[config.mk]
export PLATFORM = sky130hd
export DESIGN_NAME = tspi_top
export DESIGN_NICKNAME = d
export VERILOG_FILES = /design/src/rtl/tspi_pkg.sv /design/src/rtl/tspi_sel_mux.sv /design/src/rtl/tspi_top.sv
export VERILOG_INCLUDE_DIRS = /design/src /design/src/rtl
export SDC_FILE = /design/constraint.sdc
export NUM_CORES = 1
export LEC_CHECK = 0
export BUFFER_PORTS_ARGS = -buffer_cell sky130_fd_sc_hd__buf_2
export CAP_MARGIN = 20
export CORE_AREA = 2 2 102 104
export DETAILED_ROUTE_END_ITERATION = 10
export DIE_AREA = 0 0 104 106
export HOLD_SLACK_MARGIN = 0.06
export PLACE_DENSITY = 0.83
export SYNTH_ARGS = -nofsm -noshare
export SYNTH_HDL_FRONTEND = slang
export SYNTH_HIERARCHICAL = 1
export SYNTH_SLANG_ARGS = --single-unit
[constraint.sdc]
create_clock -name clk -period 5.8 [get_ports clk]
set_input_delay 1.16 -clock clk [delete_from_list [all_inputs] [get_ports clk]]
set_output_delay 1.16 -clock clk [all_outputs]
set_load 0.01 [all_outputs]
[src/rtl/tspi_params.svh]
`ifndef TSPI_PARAMS_SVH
`define TSPI_PARAMS_SVH

// register byte offsets
`define TSPI_OFF_OUT_EN      8'h00
`define TSPI_OFF_CTRL        8'h04
`define TSPI_OFF_SEL_LO      8'h08
`define TSPI_OFF_SEL_HI      8'h0C
`define TSPI_OFF_STATUS      8'h10

// control register fields
`define TSPI_CTRL_STROBE     0
`define TSPI_CTRL_SCAN_EN    1
`define TSPI_CTRL_SCAN_MODE  2
`define TSPI_CTRL_PRETRIG    3
`define TSPI_CTRL_DIR0_EN    4
`define TSPI_CTRL_DIR1_EN    5
`define TSPI_CTRL_W          6

// status register fields
`define TSPI_STAT_PIN_LSB    0
`define TSPI_STAT_SEL_LSB    16

// reset values
`define TSPI_RST_OUT_EN      10'h000
`define TSPI_RST_CTRL        6'h01
`define TSPI_RST_SEL         4'hF

// source select codes: 0..9 pick a pin, this code picks the internal source
`define TSPI_SEL_INTERNAL    4'hF
`define TSPI_SELS_PER_REG    5

`endif

[src/rtl/tspi_pkg.sv]
package tspi_pkg;

   // timing signals, in the order of their dedicated pins
   typedef enum logic [3:0] {
      TS_ACQ_TRIG,
      TS_SECOND_TRIG,
      TS_CONVERT,
      TS_CTR1_SRC,
      TS_CTR1_GATE,
      TS_UPDATE,
      TS_WAVE_TRIG,
      TS_SCAN_START,
      TS_CTR0_SRC,
      TS_CTR0_GATE
   } tspi_tsig_t;

   typedef logic [3:0] tspi_sel_t;

endpackage : tspi_pkg

[src/rtl/tspi_sel_mux.sv]
`timescale 1ns/1ns
`include "tspi_params.svh"

module tspi_sel_mux
   import tspi_pkg::*;
#(
   parameter int NUM_PINS = 10
)
(
   // pins and internal source
   input  wire logic [NUM_PINS-1:0] pin_in,
   input  wire logic                internal_src,
   // selection
   input  wire tspi_sel_t           sel,
   // result
   output logic                     chosen
);

   generate
      if (NUM_PINS < 1 || NUM_PINS > 15)
      begin : g_bad_pins
         $error("tspi_sel_mux: NUM_PINS must be 1 to 15");
      end
   endgenerate

   always_comb
   begin
      chosen = 1'b0;
      if (sel == `TSPI_SEL_INTERNAL)
      begin
         chosen = internal_src;
      end
      else if (int'(sel) < NUM_PINS)
      begin
         chosen = pin_in[sel];
      end
   end

endmodule : tspi_sel_mux

[src/rtl/tspi_top.sv]
// How it works
// RULE_01: digital lines six/seven steer counter directions
// RULE_02: scan pulse once per conversion when enabled
// RULE_03: soft strobe changes only on software write
// RULE_04: pin zero input also feeds analog trigger
// RULE_05: pin zero drives acquisition start trigger
// RULE_06: pin one drives second trigger, pretrigger only
// RULE_07: pin two drives active-low conversion pulse
// RULE_08: pins three/eight drive selected counter sources
// RULE_09: pins four/nine drive selected counter gates
// RULE_10: dedicated pins carry both counter outputs
// RULE_11: pin five drives active-low update signal
// RULE_12: pin six drives waveform start trigger
// RULE_13: pin seven drives scan start pulse
// RULE_14: dedicated pin carries rate generator output
// RULE_15: each pin is input or dedicated output
// RULE_16: any pin selectable by any timing signal
// RULE_17: per-pin software output driver enable
// RULE_18: enables reset cleared, undriven pin is input
`timescale 1ns/1ns
`include "tspi_params.svh"

module tspi_top
   import tspi_pkg::*;
#(
   parameter int NUM_PINS = 10
)
(
   // clock and reset
   input  wire logic                clk,
   input  wire logic                sys_rst,
   // register port
   input  wire logic [7:0]          reg_addr,
   input  wire logic [31:0]         reg_wdata,
   input  wire logic                reg_wr,
   input  wire logic                reg_rd,
   output logic      [31:0]         reg_rdata,
   // programmable timing pins
   input  wire logic [NUM_PINS-1:0] programmable_timing_pin_in,
   output logic      [NUM_PINS-1:0] programmable_timing_pin_out,
   output logic      [NUM_PINS-1:0] programmable_timing_pin_oe,
   // digital lines for counter direction
   input  wire logic                digital_line_six,
   input  wire logic                digital_line_seven,
   // internal timing signals from the engines
   input  wire logic                acquisition_start_trigger,
   input  wire logic                second_phase_trigger,
   input  wire logic                conversion_n,
   input  wire logic                update_n,
   input  wire logic                waveform_start_trigger,
   input  wire logic                scan_start_pulse,
   input  wire logic                conversion_event,
   input  wire logic                counter_zero_output_int,
   input  wire logic                counter_one_output_int,
   input  wire logic                rate_generator_int,
   input  wire logic [NUM_PINS-1:0] internal_source,
   // selected timing signals to the engines
   output logic      [NUM_PINS-1:0] timing_selected,
   output logic                     analog_trigger_source,
   output logic                     counter_zero_count_up,
   output logic                     counter_one_count_up,
   // dedicated outputs
   output logic                     conversion_scan_pulse,
   output logic                     soft_strobe_out_n,
   output logic                     counter_zero_output,
   output logic                     counter_one_output,
   output logic                     rate_generator_output
);

   generate
      if (NUM_PINS != 10)
      begin : g_bad_pins
         $error("tspi_top: the dedicated pin mapping needs NUM_PINS of 10");
      end
   endgenerate

   function automatic tspi_sel_t sel_field(input logic [31:0] v, input int k);
      sel_field = v[k*4 +: 4];
   endfunction : sel_field

   function automatic logic [19:0] sel_pack(input tspi_sel_t s0, input tspi_sel_t s1, input tspi_sel_t s2,
                                            input tspi_sel_t s3, input tspi_sel_t s4);
      sel_pack = {s4, s3, s2, s1, s0};
   endfunction : sel_pack

   // software registers
   logic [NUM_PINS-1:0]      oe_q;
   logic [NUM_PINS-1:0]      oe_d;
   logic [`TSPI_CTRL_W-1:0]  ctrl_q;
   logic [`TSPI_CTRL_W-1:0]  ctrl_d;
   tspi_sel_t                sel_q [NUM_PINS];
   tspi_sel_t                sel_d [NUM_PINS];
   logic [31:0]              rdata_q;
   logic [31:0]              rdata_d;

   logic wr_oe;
   logic wr_ctrl;
   logic wr_lo;
   logic wr_hi;

   assign wr_oe   = reg_wr && (reg_addr == `TSPI_OFF_OUT_EN);
   assign wr_ctrl = reg_wr && (reg_addr == `TSPI_OFF_CTRL);
   assign wr_lo   = reg_wr && (reg_addr == `TSPI_OFF_SEL_LO);
   assign wr_hi   = reg_wr && (reg_addr == `TSPI_OFF_SEL_HI);

   always_comb
   begin
      oe_d   = oe_q;
      ctrl_d = ctrl_q;
      sel_d  = sel_q;
      if (wr_oe)
      begin
         oe_d = reg_wdata[NUM_PINS-1:0]; // RULE_17
      end
      if (wr_ctrl)
      begin
         ctrl_d = reg_wdata[`TSPI_CTRL_W-1:0];
      end
      for (int k = 0; k < `TSPI_SELS_PER_REG; k++)
      begin
         if (wr_lo)
         begin
            sel_d[k] = sel_field(reg_wdata, k); // RULE_16
         end
         if (wr_hi)
         begin
            sel_d[k + `TSPI_SELS_PER_REG] = sel_field(reg_wdata, k); // RULE_16
         end
      end
   end

   // selected timing signals, one mux per signal
   logic [NUM_PINS-1:0] chosen;
   generate
      for (genvar g = 0; g < NUM_PINS; g++)
      begin : g_mux
         tspi_sel_mux #(
            .NUM_PINS     (NUM_PINS)
         ) u_mux (
            .pin_in       (programmable_timing_pin_in),
            .internal_src (internal_source[g]),
            .sel          (sel_q[g]),
            .chosen       (chosen[g])
         );
      end
   endgenerate

   always_comb
   begin
      rdata_d = 32'h00000000;
      if (reg_rd)
      begin
         case (reg_addr)
            `TSPI_OFF_OUT_EN: rdata_d[NUM_PINS-1:0] = oe_q;
            `TSPI_OFF_CTRL:   rdata_d[`TSPI_CTRL_W-1:0] = ctrl_q;
            `TSPI_OFF_SEL_LO: rdata_d[19:0] = sel_pack(sel_q[0], sel_q[1], sel_q[2], sel_q[3], sel_q[4]);
            `TSPI_OFF_SEL_HI: rdata_d[19:0] = sel_pack(sel_q[5], sel_q[6], sel_q[7], sel_q[8], sel_q[9]);
            `TSPI_OFF_STATUS:
            begin
               rdata_d[`TSPI_STAT_PIN_LSB +: NUM_PINS] = programmable_timing_pin_in;
               rdata_d[`TSPI_STAT_SEL_LSB +: NUM_PINS] = timing_selected;
            end
            default: rdata_d = 32'h00000000;
         endcase
      end
   end

   always_ff @(posedge clk or posedge sys_rst)
   begin
      if (sys_rst)
      begin
         oe_q    <= `TSPI_RST_OUT_EN; // RULE_18
         ctrl_q  <= `TSPI_RST_CTRL;
         rdata_q <= 32'h00000000;
         for (int k = 0; k < NUM_PINS; k++)
         begin
            sel_q[k] <= `TSPI_RST_SEL;
         end
      end
      else
      begin
         oe_q    <= oe_d;
         ctrl_q  <= ctrl_d;
         rdata_q <= rdata_d;
         sel_q   <= sel_d;
      end
   end

   // pin and dedicated output path
   logic [NUM_PINS-1:0] pin_out_q;
   logic [NUM_PINS-1:0] pin_out_d;
   logic [NUM_PINS-1:0] tsel_q;
   logic                scan_q;
   logic                scan_d;
   logic                atrig_q;
   logic                up0_q;
   logic                up0_d;
   logic                up1_q;
   logic                up1_d;
   logic                ctr0_q;
   logic                ctr1_q;
   logic                rate_q;

   always_comb
   begin
      pin_out_d = '0;
      pin_out_d[int'(TS_ACQ_TRIG)]    = acquisition_start_trigger; // RULE_05
      pin_out_d[int'(TS_SECOND_TRIG)] = second_phase_trigger && ctrl_q[`TSPI_CTRL_PRETRIG]; // RULE_06
      pin_out_d[int'(TS_CONVERT)]     = conversion_n; // RULE_07
      pin_out_d[int'(TS_CTR1_SRC)]    = chosen[int'(TS_CTR1_SRC)]; // RULE_08
      pin_out_d[int'(TS_CTR1_GATE)]   = chosen[int'(TS_CTR1_GATE)]; // RULE_09
      pin_out_d[int'(TS_UPDATE)]      = update_n; // RULE_11
      pin_out_d[int'(TS_WAVE_TRIG)]   = waveform_start_trigger; // RULE_12
      pin_out_d[int'(TS_SCAN_START)]  = scan_start_pulse; // RULE_13
      pin_out_d[int'(TS_CTR0_SRC)]    = chosen[int'(TS_CTR0_SRC)]; // RULE_08
      pin_out_d[int'(TS_CTR0_GATE)]   = chosen[int'(TS_CTR0_GATE)]; // RULE_09
      // one-cycle high pulse per conversion, only in scanning modes
      scan_d = conversion_event && ctrl_q[`TSPI_CTRL_SCAN_EN] && ctrl_q[`TSPI_CTRL_SCAN_MODE]; // RULE_02
      // count up by default when the digital line is not in charge
      up0_d = ctrl_q[`TSPI_CTRL_DIR0_EN] ? digital_line_six : 1'b1; // RULE_01
      up1_d = ctrl_q[`TSPI_CTRL_DIR1_EN] ? digital_line_seven : 1'b1; // RULE_01
   end

   always_ff @(posedge clk or posedge sys_rst)
   begin
      if (sys_rst)
      begin
         pin_out_q <= '0;
         tsel_q    <= '0;
         scan_q    <= 1'b0;
         atrig_q   <= 1'b0;
         up0_q     <= 1'b1;
         up1_q     <= 1'b1;
         ctr0_q    <= 1'b0;
         ctr1_q    <= 1'b0;
         rate_q    <= 1'b0;
      end
      else
      begin
         pin_out_q <= pin_out_d; // RULE_15
         tsel_q    <= chosen; // RULE_16
         scan_q    <= scan_d;
         atrig_q   <= programmable_timing_pin_in[0]; // RULE_04
         up0_q     <= up0_d;
         up1_q     <= up1_d;
         ctr0_q    <= counter_zero_output_int; // RULE_10
         ctr1_q    <= counter_one_output_int; // RULE_10
         rate_q    <= rate_generator_int; // RULE_14
      end
   end

   assign reg_rdata                   = rdata_q;
   assign programmable_timing_pin_out = pin_out_q;
   assign programmable_timing_pin_oe  = oe_q; // RULE_17
   assign timing_selected             = tsel_q;
   assign analog_trigger_source       = atrig_q;
   assign counter_zero_count_up       = up0_q;
   assign counter_one_count_up        = up1_q;
   assign conversion_scan_pulse       = scan_q;
   assign soft_strobe_out_n           = ctrl_q[`TSPI_CTRL_STROBE]; // RULE_03
   assign counter_zero_output         = ctr0_q;
   assign counter_one_output          = ctr1_q;
   assign rate_generator_output       = rate_q;
endmodule : tspi_top

# Word-level counts from Yosys, hierarchy flattened
# Index checks and enable logic that the tools add are counted.
dict set report totals {
  elab_cells 112
  input_bits 76
  register_bits 115
  out_inout_bits 70
}
dict set report classes {
  n_eq_ne 14
  n_reduce_logical 8
  n_lt_le_gt_ge 20
  mux 48
}
# cell n
set op_table {}
lappend op_table {{4-bit by 5-bit less-than comparator with 1-bit output (second input constant)} 10}
lappend op_table {{1-bit binary-select mux with 4-bit select} 10}
lappend op_table {{4-bit equality test (second input constant)} 10}
lappend op_table {{4-bit less-than comparator (second input constant)} 10}
lappend op_table {{1-bit 2-to-1 mux} 32}
lappend op_table {{6-bit case mux with 5 select lines} 1}
lappend op_table {{26-bit 2-to-1 mux} 1}
lappend op_table {{8-bit by 4-bit equality test with 1-bit output (second input constant)} 2}
lappend op_table {{4-bit case mux with 4 select lines} 1}
lappend op_table {{4-bit case mux with 3 select lines} 1}
lappend op_table {{6-bit case mux with 2 select lines} 1}
lappend op_table {{8-bit by 3-bit equality test with 1-bit output (second input constant)} 1}
lappend op_table {{8-bit by 5-bit equality test with 1-bit output (second input constant)} 1}
lappend op_table {{8-bit logical NOT} 1}
lappend op_table {{1-bit logical AND} 7}
lappend op_table {{6-bit 2-to-1 mux} 1}

# Longest topological paths before layout
# Gate-level depths: netlist of the first run.
dict set report depth {
  word_depth 4
  mapped_depth 6
  depth_no_buf 3
}

# Modules after synthesis
# Netlist of the first run, hierarchy kept.
# mod seq_area_each_um2 area_each_um2 cells_per_inst n_inst
set by_module_without_submodules {}
lappend by_module_without_submodules {tspi_top 2681.3 4200.3 282 1}
lappend by_module_without_submodules {tspi_sel_mux 0.0 127.6 14 10}

# Worst setup path before layout of the first run
# Ideal clock, no wire load.
dict set report synth_path {
  path_type {in2reg}
  start {in reg_addr[1]}
  end {reg sel_q[20] in the netlist's numbering}
  path_stages 4
  arrival_time_ns 2.263
  n_path_buf 1
  setup_slack_ns 3.455
  setup_ns 0.082
  required_ns 5.718
  cell_sequence {nor4_4 -> and4_4 -> buf_6 -> mux2_2}
}
dict set report synth_via {
  elab_chain_cells 2
}
# item line
set synth_lines {}
lappend synth_lines {{start: declaration} tspi_top.sv:33} ;# input wire logic [7:0] reg_addr,
lappend synth_lines {{8-bit by 4-bit equality test with 1-bit output} --}
lappend synth_lines {{1-bit logical AND} tspi_top.sv:103} ;# assign wr_lo = reg_wr && (reg_addr == `TSPI_OFF_SEL_LO);
lappend synth_lines {{end signal: indexed assignment} tspi_top.sv:177} ;# sel_q[k] <= `TSPI_RST_SEL;
lappend synth_lines {{end signal: assignment} tspi_top.sv:185} ;# sel_q <= sel_d;
lappend synth_lines {{end: declaration} tspi_top.sv:91} ;# tspi_sel_t sel_q [NUM_PINS];
# Every way passes these cells.
# A chain may end at the register's enable or synchronous reset.

# Worst setup path after layout of the first run
dict set report layout_path {
  start {in reg_addr[1]}
  end {reg rdata_q[15] (netlist: reg_rdata[15])}
}
dict set report layout_via {
  elab_chain_cells 3
  elab_cells_between_ends 4
  classes_between {eq/ne: 2; mux: 2}
}
# item line
set layout_lines {}
lappend layout_lines {{8-bit by 4-bit equality test with 1-bit output} tspi_top.sv:153} ;# case (reg_addr)
lappend layout_lines {{6-bit case mux with 2 select lines *} tspi_top.sv:153}
lappend layout_lines {{26-bit 2-to-1 mux *} tspi_top.sv:151} ;# if (reg_rd)
lappend layout_lines {{via rdata_d[15]} tspi_top.sv:94} ;# logic [31:0] rdata_d;
lappend layout_lines {{end signal: assignment} tspi_top.sv:184} ;# rdata_q <= rdata_d;
lappend layout_lines {{end: declaration} tspi_top.sv:93} ;# logic [31:0] rdata_q;
# Mark *: on every way through the listed nets, which the timed path passes. The rest lies on a longest branch.

==> impl.org, run 1 <==
** Outcome
- The run finished with clean final reports.

** Setup path
- Startpoint of the worst-slack reg-to-reg timing path :: sel_q[32]$_DFFE_PP1P_
- FF-to-FF setup slack :: 4.27 ns
- The number of cells on the worst reg-to-reg path is 3.
- Data on the critical path arrives at its endpoint at 3.02 ns.
- Critical path fanouts, max :: 20
- STA classifies the critical path startpoint as a primary input.
- The worst setup path is captured at a flip-flop.
- Worst setup startpoint :: reg_addr[1]
- The critical path is of the in -> reg type.
- Crit Reg-Reg Endpoint :: timing_selected[1]$_DFF_PP0_
- For the worst setup path, the data required time is 6.06 ns.

** Clocking
- The number of setup buffers added after CTS is 0.
- Buffer depth of the longest clock path :: 2
- In this run, post-CTS repair resized a total of 0 instances.
- TritonCTS built the clock tree.
- After clock tree synthesis, the clock-pin slew on the worst setup and hold paths is 0.10 ns.
- Cts hold-fix bufs :: 0
- At the later pin of the worst-skew pair, clock insertion delay measures 0.37 ns.
- The clock drives 105 sinks.
- The tree is rooted in a sky130_fd_sc_hd__clkbuf_8.
- In this run, CTS created clock tree buffers numbering 9.
- The H-tree was split into 3 levels.

** STA
- For the pin with the worst max-slew slack, the measured transition is 1.051 ns.
- Setup repair after global routing left no endpoint under its margin.
- Of the available clock period, the critical path in the final layout requires 0.4757.
- The max-slew violation count was 0.
- Max Clk Rate :: 362.4 MHz
- Fin crit period :: 2.759 ns
- In this run the tightest slew margin relative to its limit is 0.2971.
- Setup violations remaining at the end of the flow were counted as 0.
- PnR worst setup slack :: 3.041 ns
- After routing, the total negative slack on setup checks comes to 0 ns.
- Hold violation count in the final report :: 0
- On the final layout, the worst hold slack is 0.4292 ns.
- Final worst clock skew :: 0.008267 ns

** Routing
- Using the TritonRoute via totals, the vias-per-cell ratio works out to 5.981.
- Final WL :: 13840 um
- The routed layout has 4055 vias.
- DR DRC count :: 0
- In the final routed layout, each cell accounts on average for 20.42 um.
- Number of DRC markers after the initial detailed-route iteration :: 299
- The pre-antenna-repair detailed-routing pass consisted of 5 iterations.
- Post-route ant nets :: 0

** Place
- In this run, placement finished with an instance count of 661.
- Estimated wirelength of the detail-placed design :: 9212 um
- Final estimated routing congestion in global placement :: 0.8969
- Placement Setup Slack :: 2.774 ns
- Input and output buffers added on the ports amount to 127.
- Total cell area at the placement stage :: 6057 um2

** Power and ir drop
- IR Drop Worst-Case VDD :: 0.1095 mV
- Pwr Total :: 1.515 mW
- Power per cell area :: 241.2 nW/um2
- For this design the static power due to leakage is 2.979 nW.

** Synth
- Share of synthesized cell area in full adder, half adder and majority cells :: 0
- Yosys printed 6 warnings.
- After synthesis, the most frequently instantiated cells are sky130_fd_sc_hd__mux2_2, sky130_fd_sc_hd__dfrtp_1, sky130_fd_sc_hd__mux2i_1, sky130_fd_sc_hd__dfstp_2, sky130_fd_sc_hd__nand2b_1.
- Async set-or-reset flop fraction in the synthesized netlist :: 1.000
- Area fraction of the dominant cell type after synthesis :: 0.2833
- Compound-Gate Fraction of Synth Area :: 0.1092
- Number of flops mapped to enable cells by yosys :: 0
- Cell area after synthesis :: 5477 um2
- For this run, the register share of the synthesized area comes to 0.4896.
- By area, the combinational part of the netlist is dominated by multiplexers.
- Synthesis produced a netlist whose cell count is 422.
- Area contributors post-synth :: sky130_fd_sc_hd__dfrtp_1, sky130_fd_sc_hd__dfstp_2, sky130_fd_sc_hd__mux2_2
- Multiplexer share of the synthesized area :: 0.2637
- Simple-gate share of the synthesized area :: 0.08362
- Xor and xnor area share after synthesis :: 0
- In this run, distinct cell masters in the synthesized netlist total 35.
- By instance count, the leading cell after synthesis is sky130_fd_sc_hd__mux2_2.
- Number of flip-flops and latches in the synthesized netlist :: 105
- Most common flop cell mapped by yosys :: sky130_fd_sc_hd__dfrtp_1
- Mean Syn Cell Area :: 12.98 um2
- Largest area contributor in the synthesized netlist :: sky130_fd_sc_hd__dfrtp_1

** Die
- After floorplanning, the core was divided into 37 placement rows.
- Placeable core area :: 10000 um2
- Top-Level Pins :: 146
- For this configuration, the core starts out at a cell density of 0.5477.
- Horizontal die dimension :: 104 um
- Die Area :: 11020 um2
- Die Span Y :: 106 um

** Finish
- Core Util, Final :: 0.6281
- Fraction of layout instances using a drive strength above 1 :: 0.5360
- Relative to the synthesized area, the layout overhead comes to 14.69%.
- Summing all non-filler instances in the final layout gives an area of 6281 um2.
- Final cell count without fillers :: 678
- Filler cell count :: 793
- Final Net Count :: 612

** Worst hold path
- In this run the most critical hold path is launched from ctrl_q[5]$_DFFE_PP0P_.
- The min-delay analysis places its worst path in the category reg -> reg.
- Hold Path Depth :: 1
- Hold worst-path end :: counter_one_count_up$_DFF_PP1_

** Global route
- Number of global-route vias before repair :: 4168
- After global routing the overflow that remains totals 0.
- The first global-routing pass estimated 21510 um of wire.
- Entering global routing, the biggest net connects 76 pins.
- Number of antenna violations at the first check in global routing :: 1
- Global router's overall resource usage :: 0.2516

** Job
- Maxcap violations :: 0
metal layers:
| metal | GRT usage | wire [um] |
|---|---|---|
| met1 | 0.3149 | 5543 |
| met2 | 0.4258 | 6887 |
| met3 | 0.04905 | 1071 |
| met4 | 0.1129 | 340 |
| met5 | 0 | 0 |
sequential cells by signal, indices dropped and copies added (netlist names), 6 cells and up:
register                     flops
sel_q                           40
reg_rdata                       26
programmable_timing_pin_oe      10
timing_selected                  9
programmable_timing_pin_out      7
ctrl_q                           6
logic make-up (layout without fill, tap and decap cells):
kind of cell,count (synthesis),in the layout
simple gates,77,77
mux,130,130
buf+inv,36,150
flops,105,105
compound gates,73,73
other cells,1,7
power breakdown:
| group | switching, mW | internal (mW) | leakage (nW) |
|---|---|---|---|
| Clock | 0.248 | 0.254 | 0.106 |
| Sequential | 0.0386 | 0.775 | 1.26 |
| Combinational | 0.104 | 0.0953 | 1.61 |
layout by cell type, fill, tap and decap left out, types with 6 or more instances in the layout:
master / n
sky130_fd_sc_hd__mux2_2: 74
sky130_fd_sc_hd__nor2_1: 8
sky130_fd_sc_hd__mux2_4: 10
sky130_fd_sc_hd__a21oi_1: 6
sky130_fd_sc_hd__o211a_1: 10
sky130_fd_sc_hd__nor3_1: 16
sky130_fd_sc_hd__clkbuf_8: 10
sky130_fd_sc_hd__dfstp_2: 43
sky130_fd_sc_hd__o32a_1: 10
sky130_fd_sc_hd__nand2_1: 7
sky130_fd_sc_hd__a22oi_1: 9
sky130_fd_sc_hd__and3_1: 7
sky130_fd_sc_hd__o22ai_1: 10
sky130_fd_sc_hd__conb_1: 6
sky130_fd_sc_hd__a21bo_2: 10
sky130_fd_sc_hd__mux2i_1: 46
sky130_fd_sc_hd__dfrtp_1: 62
sky130_fd_sc_hd__buf_2: 127
sky130_fd_sc_hd__nand2b_1: 23
sky130_fd_sc_hd__o31ai_1: 10
worst max-delay path, stage by stage:
cell and delay [ns]:
sky130_fd_sc_hd__buf_2 0.11, sky130_fd_sc_hd__nor4_4 0.44, sky130_fd_sc_hd__nand3b_1 0.80, sky130_fd_sc_hd__nor3_1 0.50
layout make-up:
| type | count | area (um2) | share of cell area |
|---|---|---|---|
| Antenna cell | 1 | 2.502 | 0.0003984 |
| Tap cell | 136 | 170.2 | 0.02709 |
| Multi-Input combinational cell | 286 | 2522 | 0.4016 |
| Sequential cell | 105 | 2681 | 0.4269 |
| Timing Repair Buffer | 132 | 673.1 | 0.1072 |
| Inverter | 2 | 10.01 | 0.001594 |
| Clock buffer | 11 | 141.4 | 0.02251 |
| Clock inverter | 5 | 80.08 | 0.01275 |
worst max-delay path by stage:
stage,to,cells after the start
floorplan,analog_trigger_source$_DFF_PP0_,1
global route,reg_rdata[14]$_DFF_PP0_,4
detailed placement,reg_rdata[12]$_DFF_PP0_,4
global placement,reg_rdata[3]$_DFF_PP0_,4
finish,reg_rdata[15]$_DFF_PP0_,4
CTS,reg_rdata[15]$_DFF_PP0_,4
Power figures use the tool's default switching activity.
==> inputs of run 2 (changes only) <==
- ABC_AREA: unset -> 1
- CORE_AREA: 2 2 102 104 -> 2 2 109 111
- DIE_AREA: 0 0 104 106 -> 0 0 111 113
- PLACE_DENSITY: 0.83 -> 0.79
- clock period: 5.8 -> 2.8 ns (I/O delays scaled with it)
==> impl.org, run 2 <==
** Synth
- For this run, the number of Yosys warnings is 6.
- By area the synthesized netlist is led by sky130_fd_sc_hd__dfrtp_1, sky130_fd_sc_hd__dfstp_2, sky130_fd_sc_hd__nand2_1.
- Averaged over all synthesized cells, the footprint is 7.202 um2.
- Synthesis produced a netlist whose cell count is 836.
- Of all flip-flops after synthesis, the portion carrying an async set or reset was 1.000.
- Synthesis instantiated 29 different standard cells from the library.
- Cell with the most instances after synthesis :: sky130_fd_sc_hd__nand2_1
- After synthesis, the most frequently instantiated cells are sky130_fd_sc_hd__nand2_1, sky130_fd_sc_hd__inv_1, sky130_fd_sc_hd__nand3_1, sky130_fd_sc_hd__nor2_1, sky130_fd_sc_hd__dfrtp_1.
- Sequential-to-total area share from yosys stat :: 0.4453
- Summed over all instances, the cell type with the most area after synthesis is sky130_fd_sc_hd__dfrtp_1.
- The synthesized netlist occupies a cell area of 6021 um2.
- The share of synthesized area in the top cell type comes to 0.2577.
- Among all flip-flop cells after synthesis, the most frequent one is sky130_fd_sc_hd__dfrtp_1.
- Number of flip-flops and latches in the synthesized netlist :: 105
- Number of flops mapped to enable cells by yosys :: 0

** Place
- IO Port Bufs :: 127
- In this run the cell area measured after placement is 6681 um2.
- The congestion estimate from routability-driven global placement came to 0.8695.
- Placed Cells incl. Taps :: 1085
- Estimated wirelength of the detail-placed design :: 10930 um

** Clocking
- Clock tree from TritonCTS :: yes
- Count of H-tree levels built during CTS :: 3
- Once the clock tree was built, the setup fixing pass inserted 0 buffers.
- In this run the deepest clock path goes through 2 buffers.
- Total CTS buffers :: 9
- Clock-pin slew reported for the worst setup and hold paths after clock tree synthesis :: 0.08 ns
- The clock net in this run drives a total of 105 sinks.
- Clock tree synthesis selected as its root buffer the cell sky130_fd_sc_hd__clkbuf_16.
- Hold repair after CTS inserted 0 buffers.
- Clock latency on the worst-skew pair :: 0.36 ns
- The number of gates resized after CTS was 0.

** Die
- Rows :: 39
- Die Area :: 12540 um2
- Die Span Y :: 113 um
- In this run the standard cell core region covers 11270 um2.
- In this run the horizontal extent of the chip is 111 um.
- Top-Level Pins :: 146
- Initial standard-cell utilization of the core :: 0.5341

** Finish
- Layout area overhead :: 15.44%
- Final cell count without fillers :: 1101
- Storage cell area :: 2681 um2
- sel_q holds more flip-flops than any other register.
- Multi-input gate area in the final layout :: 2555 um2
- The repair_antennas step left the layout with diodes totalling 0.
- The library cells used most frequently in the layout, excluding fill and tap cells, are sky130_fd_sc_hd__nand2_1, sky130_fd_sc_hd__inv_1, sky130_fd_sc_hd__buf_2, sky130_fd_sc_hd__nand3_1, sky130_fd_sc_hd__nor2_1.
- In the final layout, the share of cells above drive strength 1 is 0.2463.
- In the final design database the tool counted 1029 nets.
- Most common cell after layout, fill and taps aside :: sky130_fd_sc_hd__nand2_1
- Fill cells in the final layout number 1011.
- Max reg flops :: 40
- With fillers left out, the area of the finished cells amounts to 6950 um2.

** Global route
- Number of antenna violations at the first check in global routing :: 0
- Number of global-route vias before repair :: 5215
- Total gr overflow :: 0
- Global router's overall resource usage :: 0.2623
- The first global-routing pass estimated 26190 um of wire.
- Entering global routing, the biggest net connects 106 pins.

** Setup path
- In this design, the stage delay of the slowest critical-path cell is 0.42 ns.
- Critical path fanouts, max :: 30
- Class of the most critical setup path :: in -> reg
- List of cells traversed by the critical path :: buf_2 -> nor2_1 -> nand2_2 -> inv_4 -> nand2_4 -> nor2_8 -> nand2_1 -> o21ai_0
- Data on the critical path is required at its endpoint by 3.08 ns.
- Crit path max-delay cell type :: sky130_fd_sc_hd__nor2_8
- Startpoint Class :: primary input
- Crit. End Element :: flip-flop
- For the worst setup path, the data arrival time is 1.93 ns.

** Outcome
- Status :: finished, final reports clean

** Power and ir drop
- Pwr Total :: 3.391 mW
- Power per cell area :: 487.9 nW/um2
- Internal cell power :: 2.403 mW
- IR Drop Worst-Case VDD :: 0.2525 mV
- Of the total power, the clock network draws 0.356.
- Reg power frac :: 0.509
- Power spent charging and discharging nets :: 0.9879 mW
- Switching share of total power :: 0.2914
- Static leakage power :: 3.888 nW
- Portion of total power attributed to combinational logic :: 0.136

** Routing
- Number of DRC markers after the initial detailed-route iteration :: 581
- The first detailed-routing pass took 6 iterations.
- Post-route ant nets :: 0
- For this block, the routed nets add up to 15680 um of wire.
- Via count :: 5583
- Mean routed wirelength per cell :: 14.24 um
- DR DRC count :: 0
- Vias per Instance :: 5.071

** STA
- On the final layout, the worst clock skew is 0.004562 ns.
- After routing, the total negative slack on setup checks comes to 0 ns.
- For this run, the top clock speed supported by timing is 606.1 MHz.
- Setup violators final :: 0
- The number of hold-slack violations in the final timing report came to 0.
- Final critical-path share of the clock period :: 0.5893
- Max-Slew Margin vs Limit :: 0.6172
- RSZ-0062 raised after global routing :: no
- Slew @ Worst Pin :: 0.5736 ns
- Count of pins over their slew limit :: 0
- Fin crit period :: 1.650 ns

** Worst hold path
- Worst min path class :: in -> reg

** Job
- Maxcap violations :: 0
-- run 2: cell types whose count changed after synthesis, moves of 23 or more --
cell,change
sky130_fd_sc_hd__o21ai_0,+50
sky130_fd_sc_hd__mux2_2,-74
sky130_fd_sc_hd__nand2b_1,-23
sky130_fd_sc_hd__nand2_1,+231
sky130_fd_sc_hd__nand3_1,+104
sky130_fd_sc_hd__mux2i_1,-46
sky130_fd_sc_hd__inv_1,+131
sky130_fd_sc_hd__nor2_1,+60
-- run 2: per-layer routing --
| metal | vias to the layer above | share of wire | track usage |
|---|---|---|---|
| li1 | 2794 | - | - |
| met1 | 2536 | 0.44 | 0.3759 |
| met2 | 227 | 0.46 | 0.4061 |
| met3 | 26 | 0.085 | 0.04660 |
| met4 | 0 | 0.019 | 0.09000 |
| met5 | - | 0 | 0 |
-- run 2: worst max-delay path: cells and delay by family --
| family | cells | cell delay [ns] |
|---|---|---|
| simple gates | 5 | 0.94 |
| compound gates | 1 | 0.10 |
| buf+inv | 2 | 0.32 |
-- run 2: cells by family after synthesis --
family,share of synthesized area
AO/OA/AOI/OAI,0.08977
buffers and inverters,0.1334
flip-flops,0.4453
other,0.0006228
AND/OR/NAND/NOR,0.3308
-- run 2: final timing paths --
kind | from | endpoint | slack [ns] | cells past startpoint
min in group asynchronous | sys_rst | reg_rdata[21]$_DFF_PP0_ | 0.34 | 3
worst min register to register | ctrl_q[5]$_DFFE_PP0P_ | counter_one_count_up$_DFF_PP1_ | 0.43 | 1
worst min-delay path | counter_zero_output_int | counter_zero_output$_DFF_PP0_ | 0.30 | 1
max in group asynchronous | sys_rst | timing_selected[2]$_DFF_PP0_ | 2.01 | 3
worst max-delay path | reg_addr[5] | sel_q[35]$_DFFE_PP1P_ | 1.15 | 8
worst max register to register | sel_q[29]$_DFFE_PP1P_ | reg_rdata[9]$_DFF_PP0_ | 1.55 | 4
-- run 2: final cells by class --
| type | instances | share of cell area |
|---|---|---|
| Tap cell | 143 | 0.02574 |
| Clock buffer | 11 | 0.03348 |
| Inverter | 155 | 0.08461 |
| Timing Repair Buffer | 131 | 0.09757 |
| Clock inverter | 5 | 0.005221 |
| Multi-Input combinational cell | 551 | 0.3676 |
| Sequential cell | 105 | 0.3858 |
-- run 2: power groups by stage --
stage	combinational [mW]	clock, mW	sequential (mW)
6_report	0.460	1.21	1.72
5_1_grt	0.528	1.30	1.73
4_1_cts	0.462	1.22	1.72
3_5_place_dp	0.459	0	1.75
3_3_place_gp	0.448	0	1.74
2_1_floorplan	0.283	0	1.73
-- run 2: per-stage QoR --
stage | hold slack, ns | setup slack (ns) | util
5_1_grt | 0.2908 | 0.9675 | 0.6166
3_5_place_dp | 0.4254 | 0.8039 | 0.5927
4_1_cts | 0.2956 | 1.172 | 0.6166
6_report | 0.3018 | 1.150 | 0.6166
2_1_floorplan | 0.3961 | 1.016 | -
3_3_place_gp | 0.4292 | 0.8491 | 0.5927
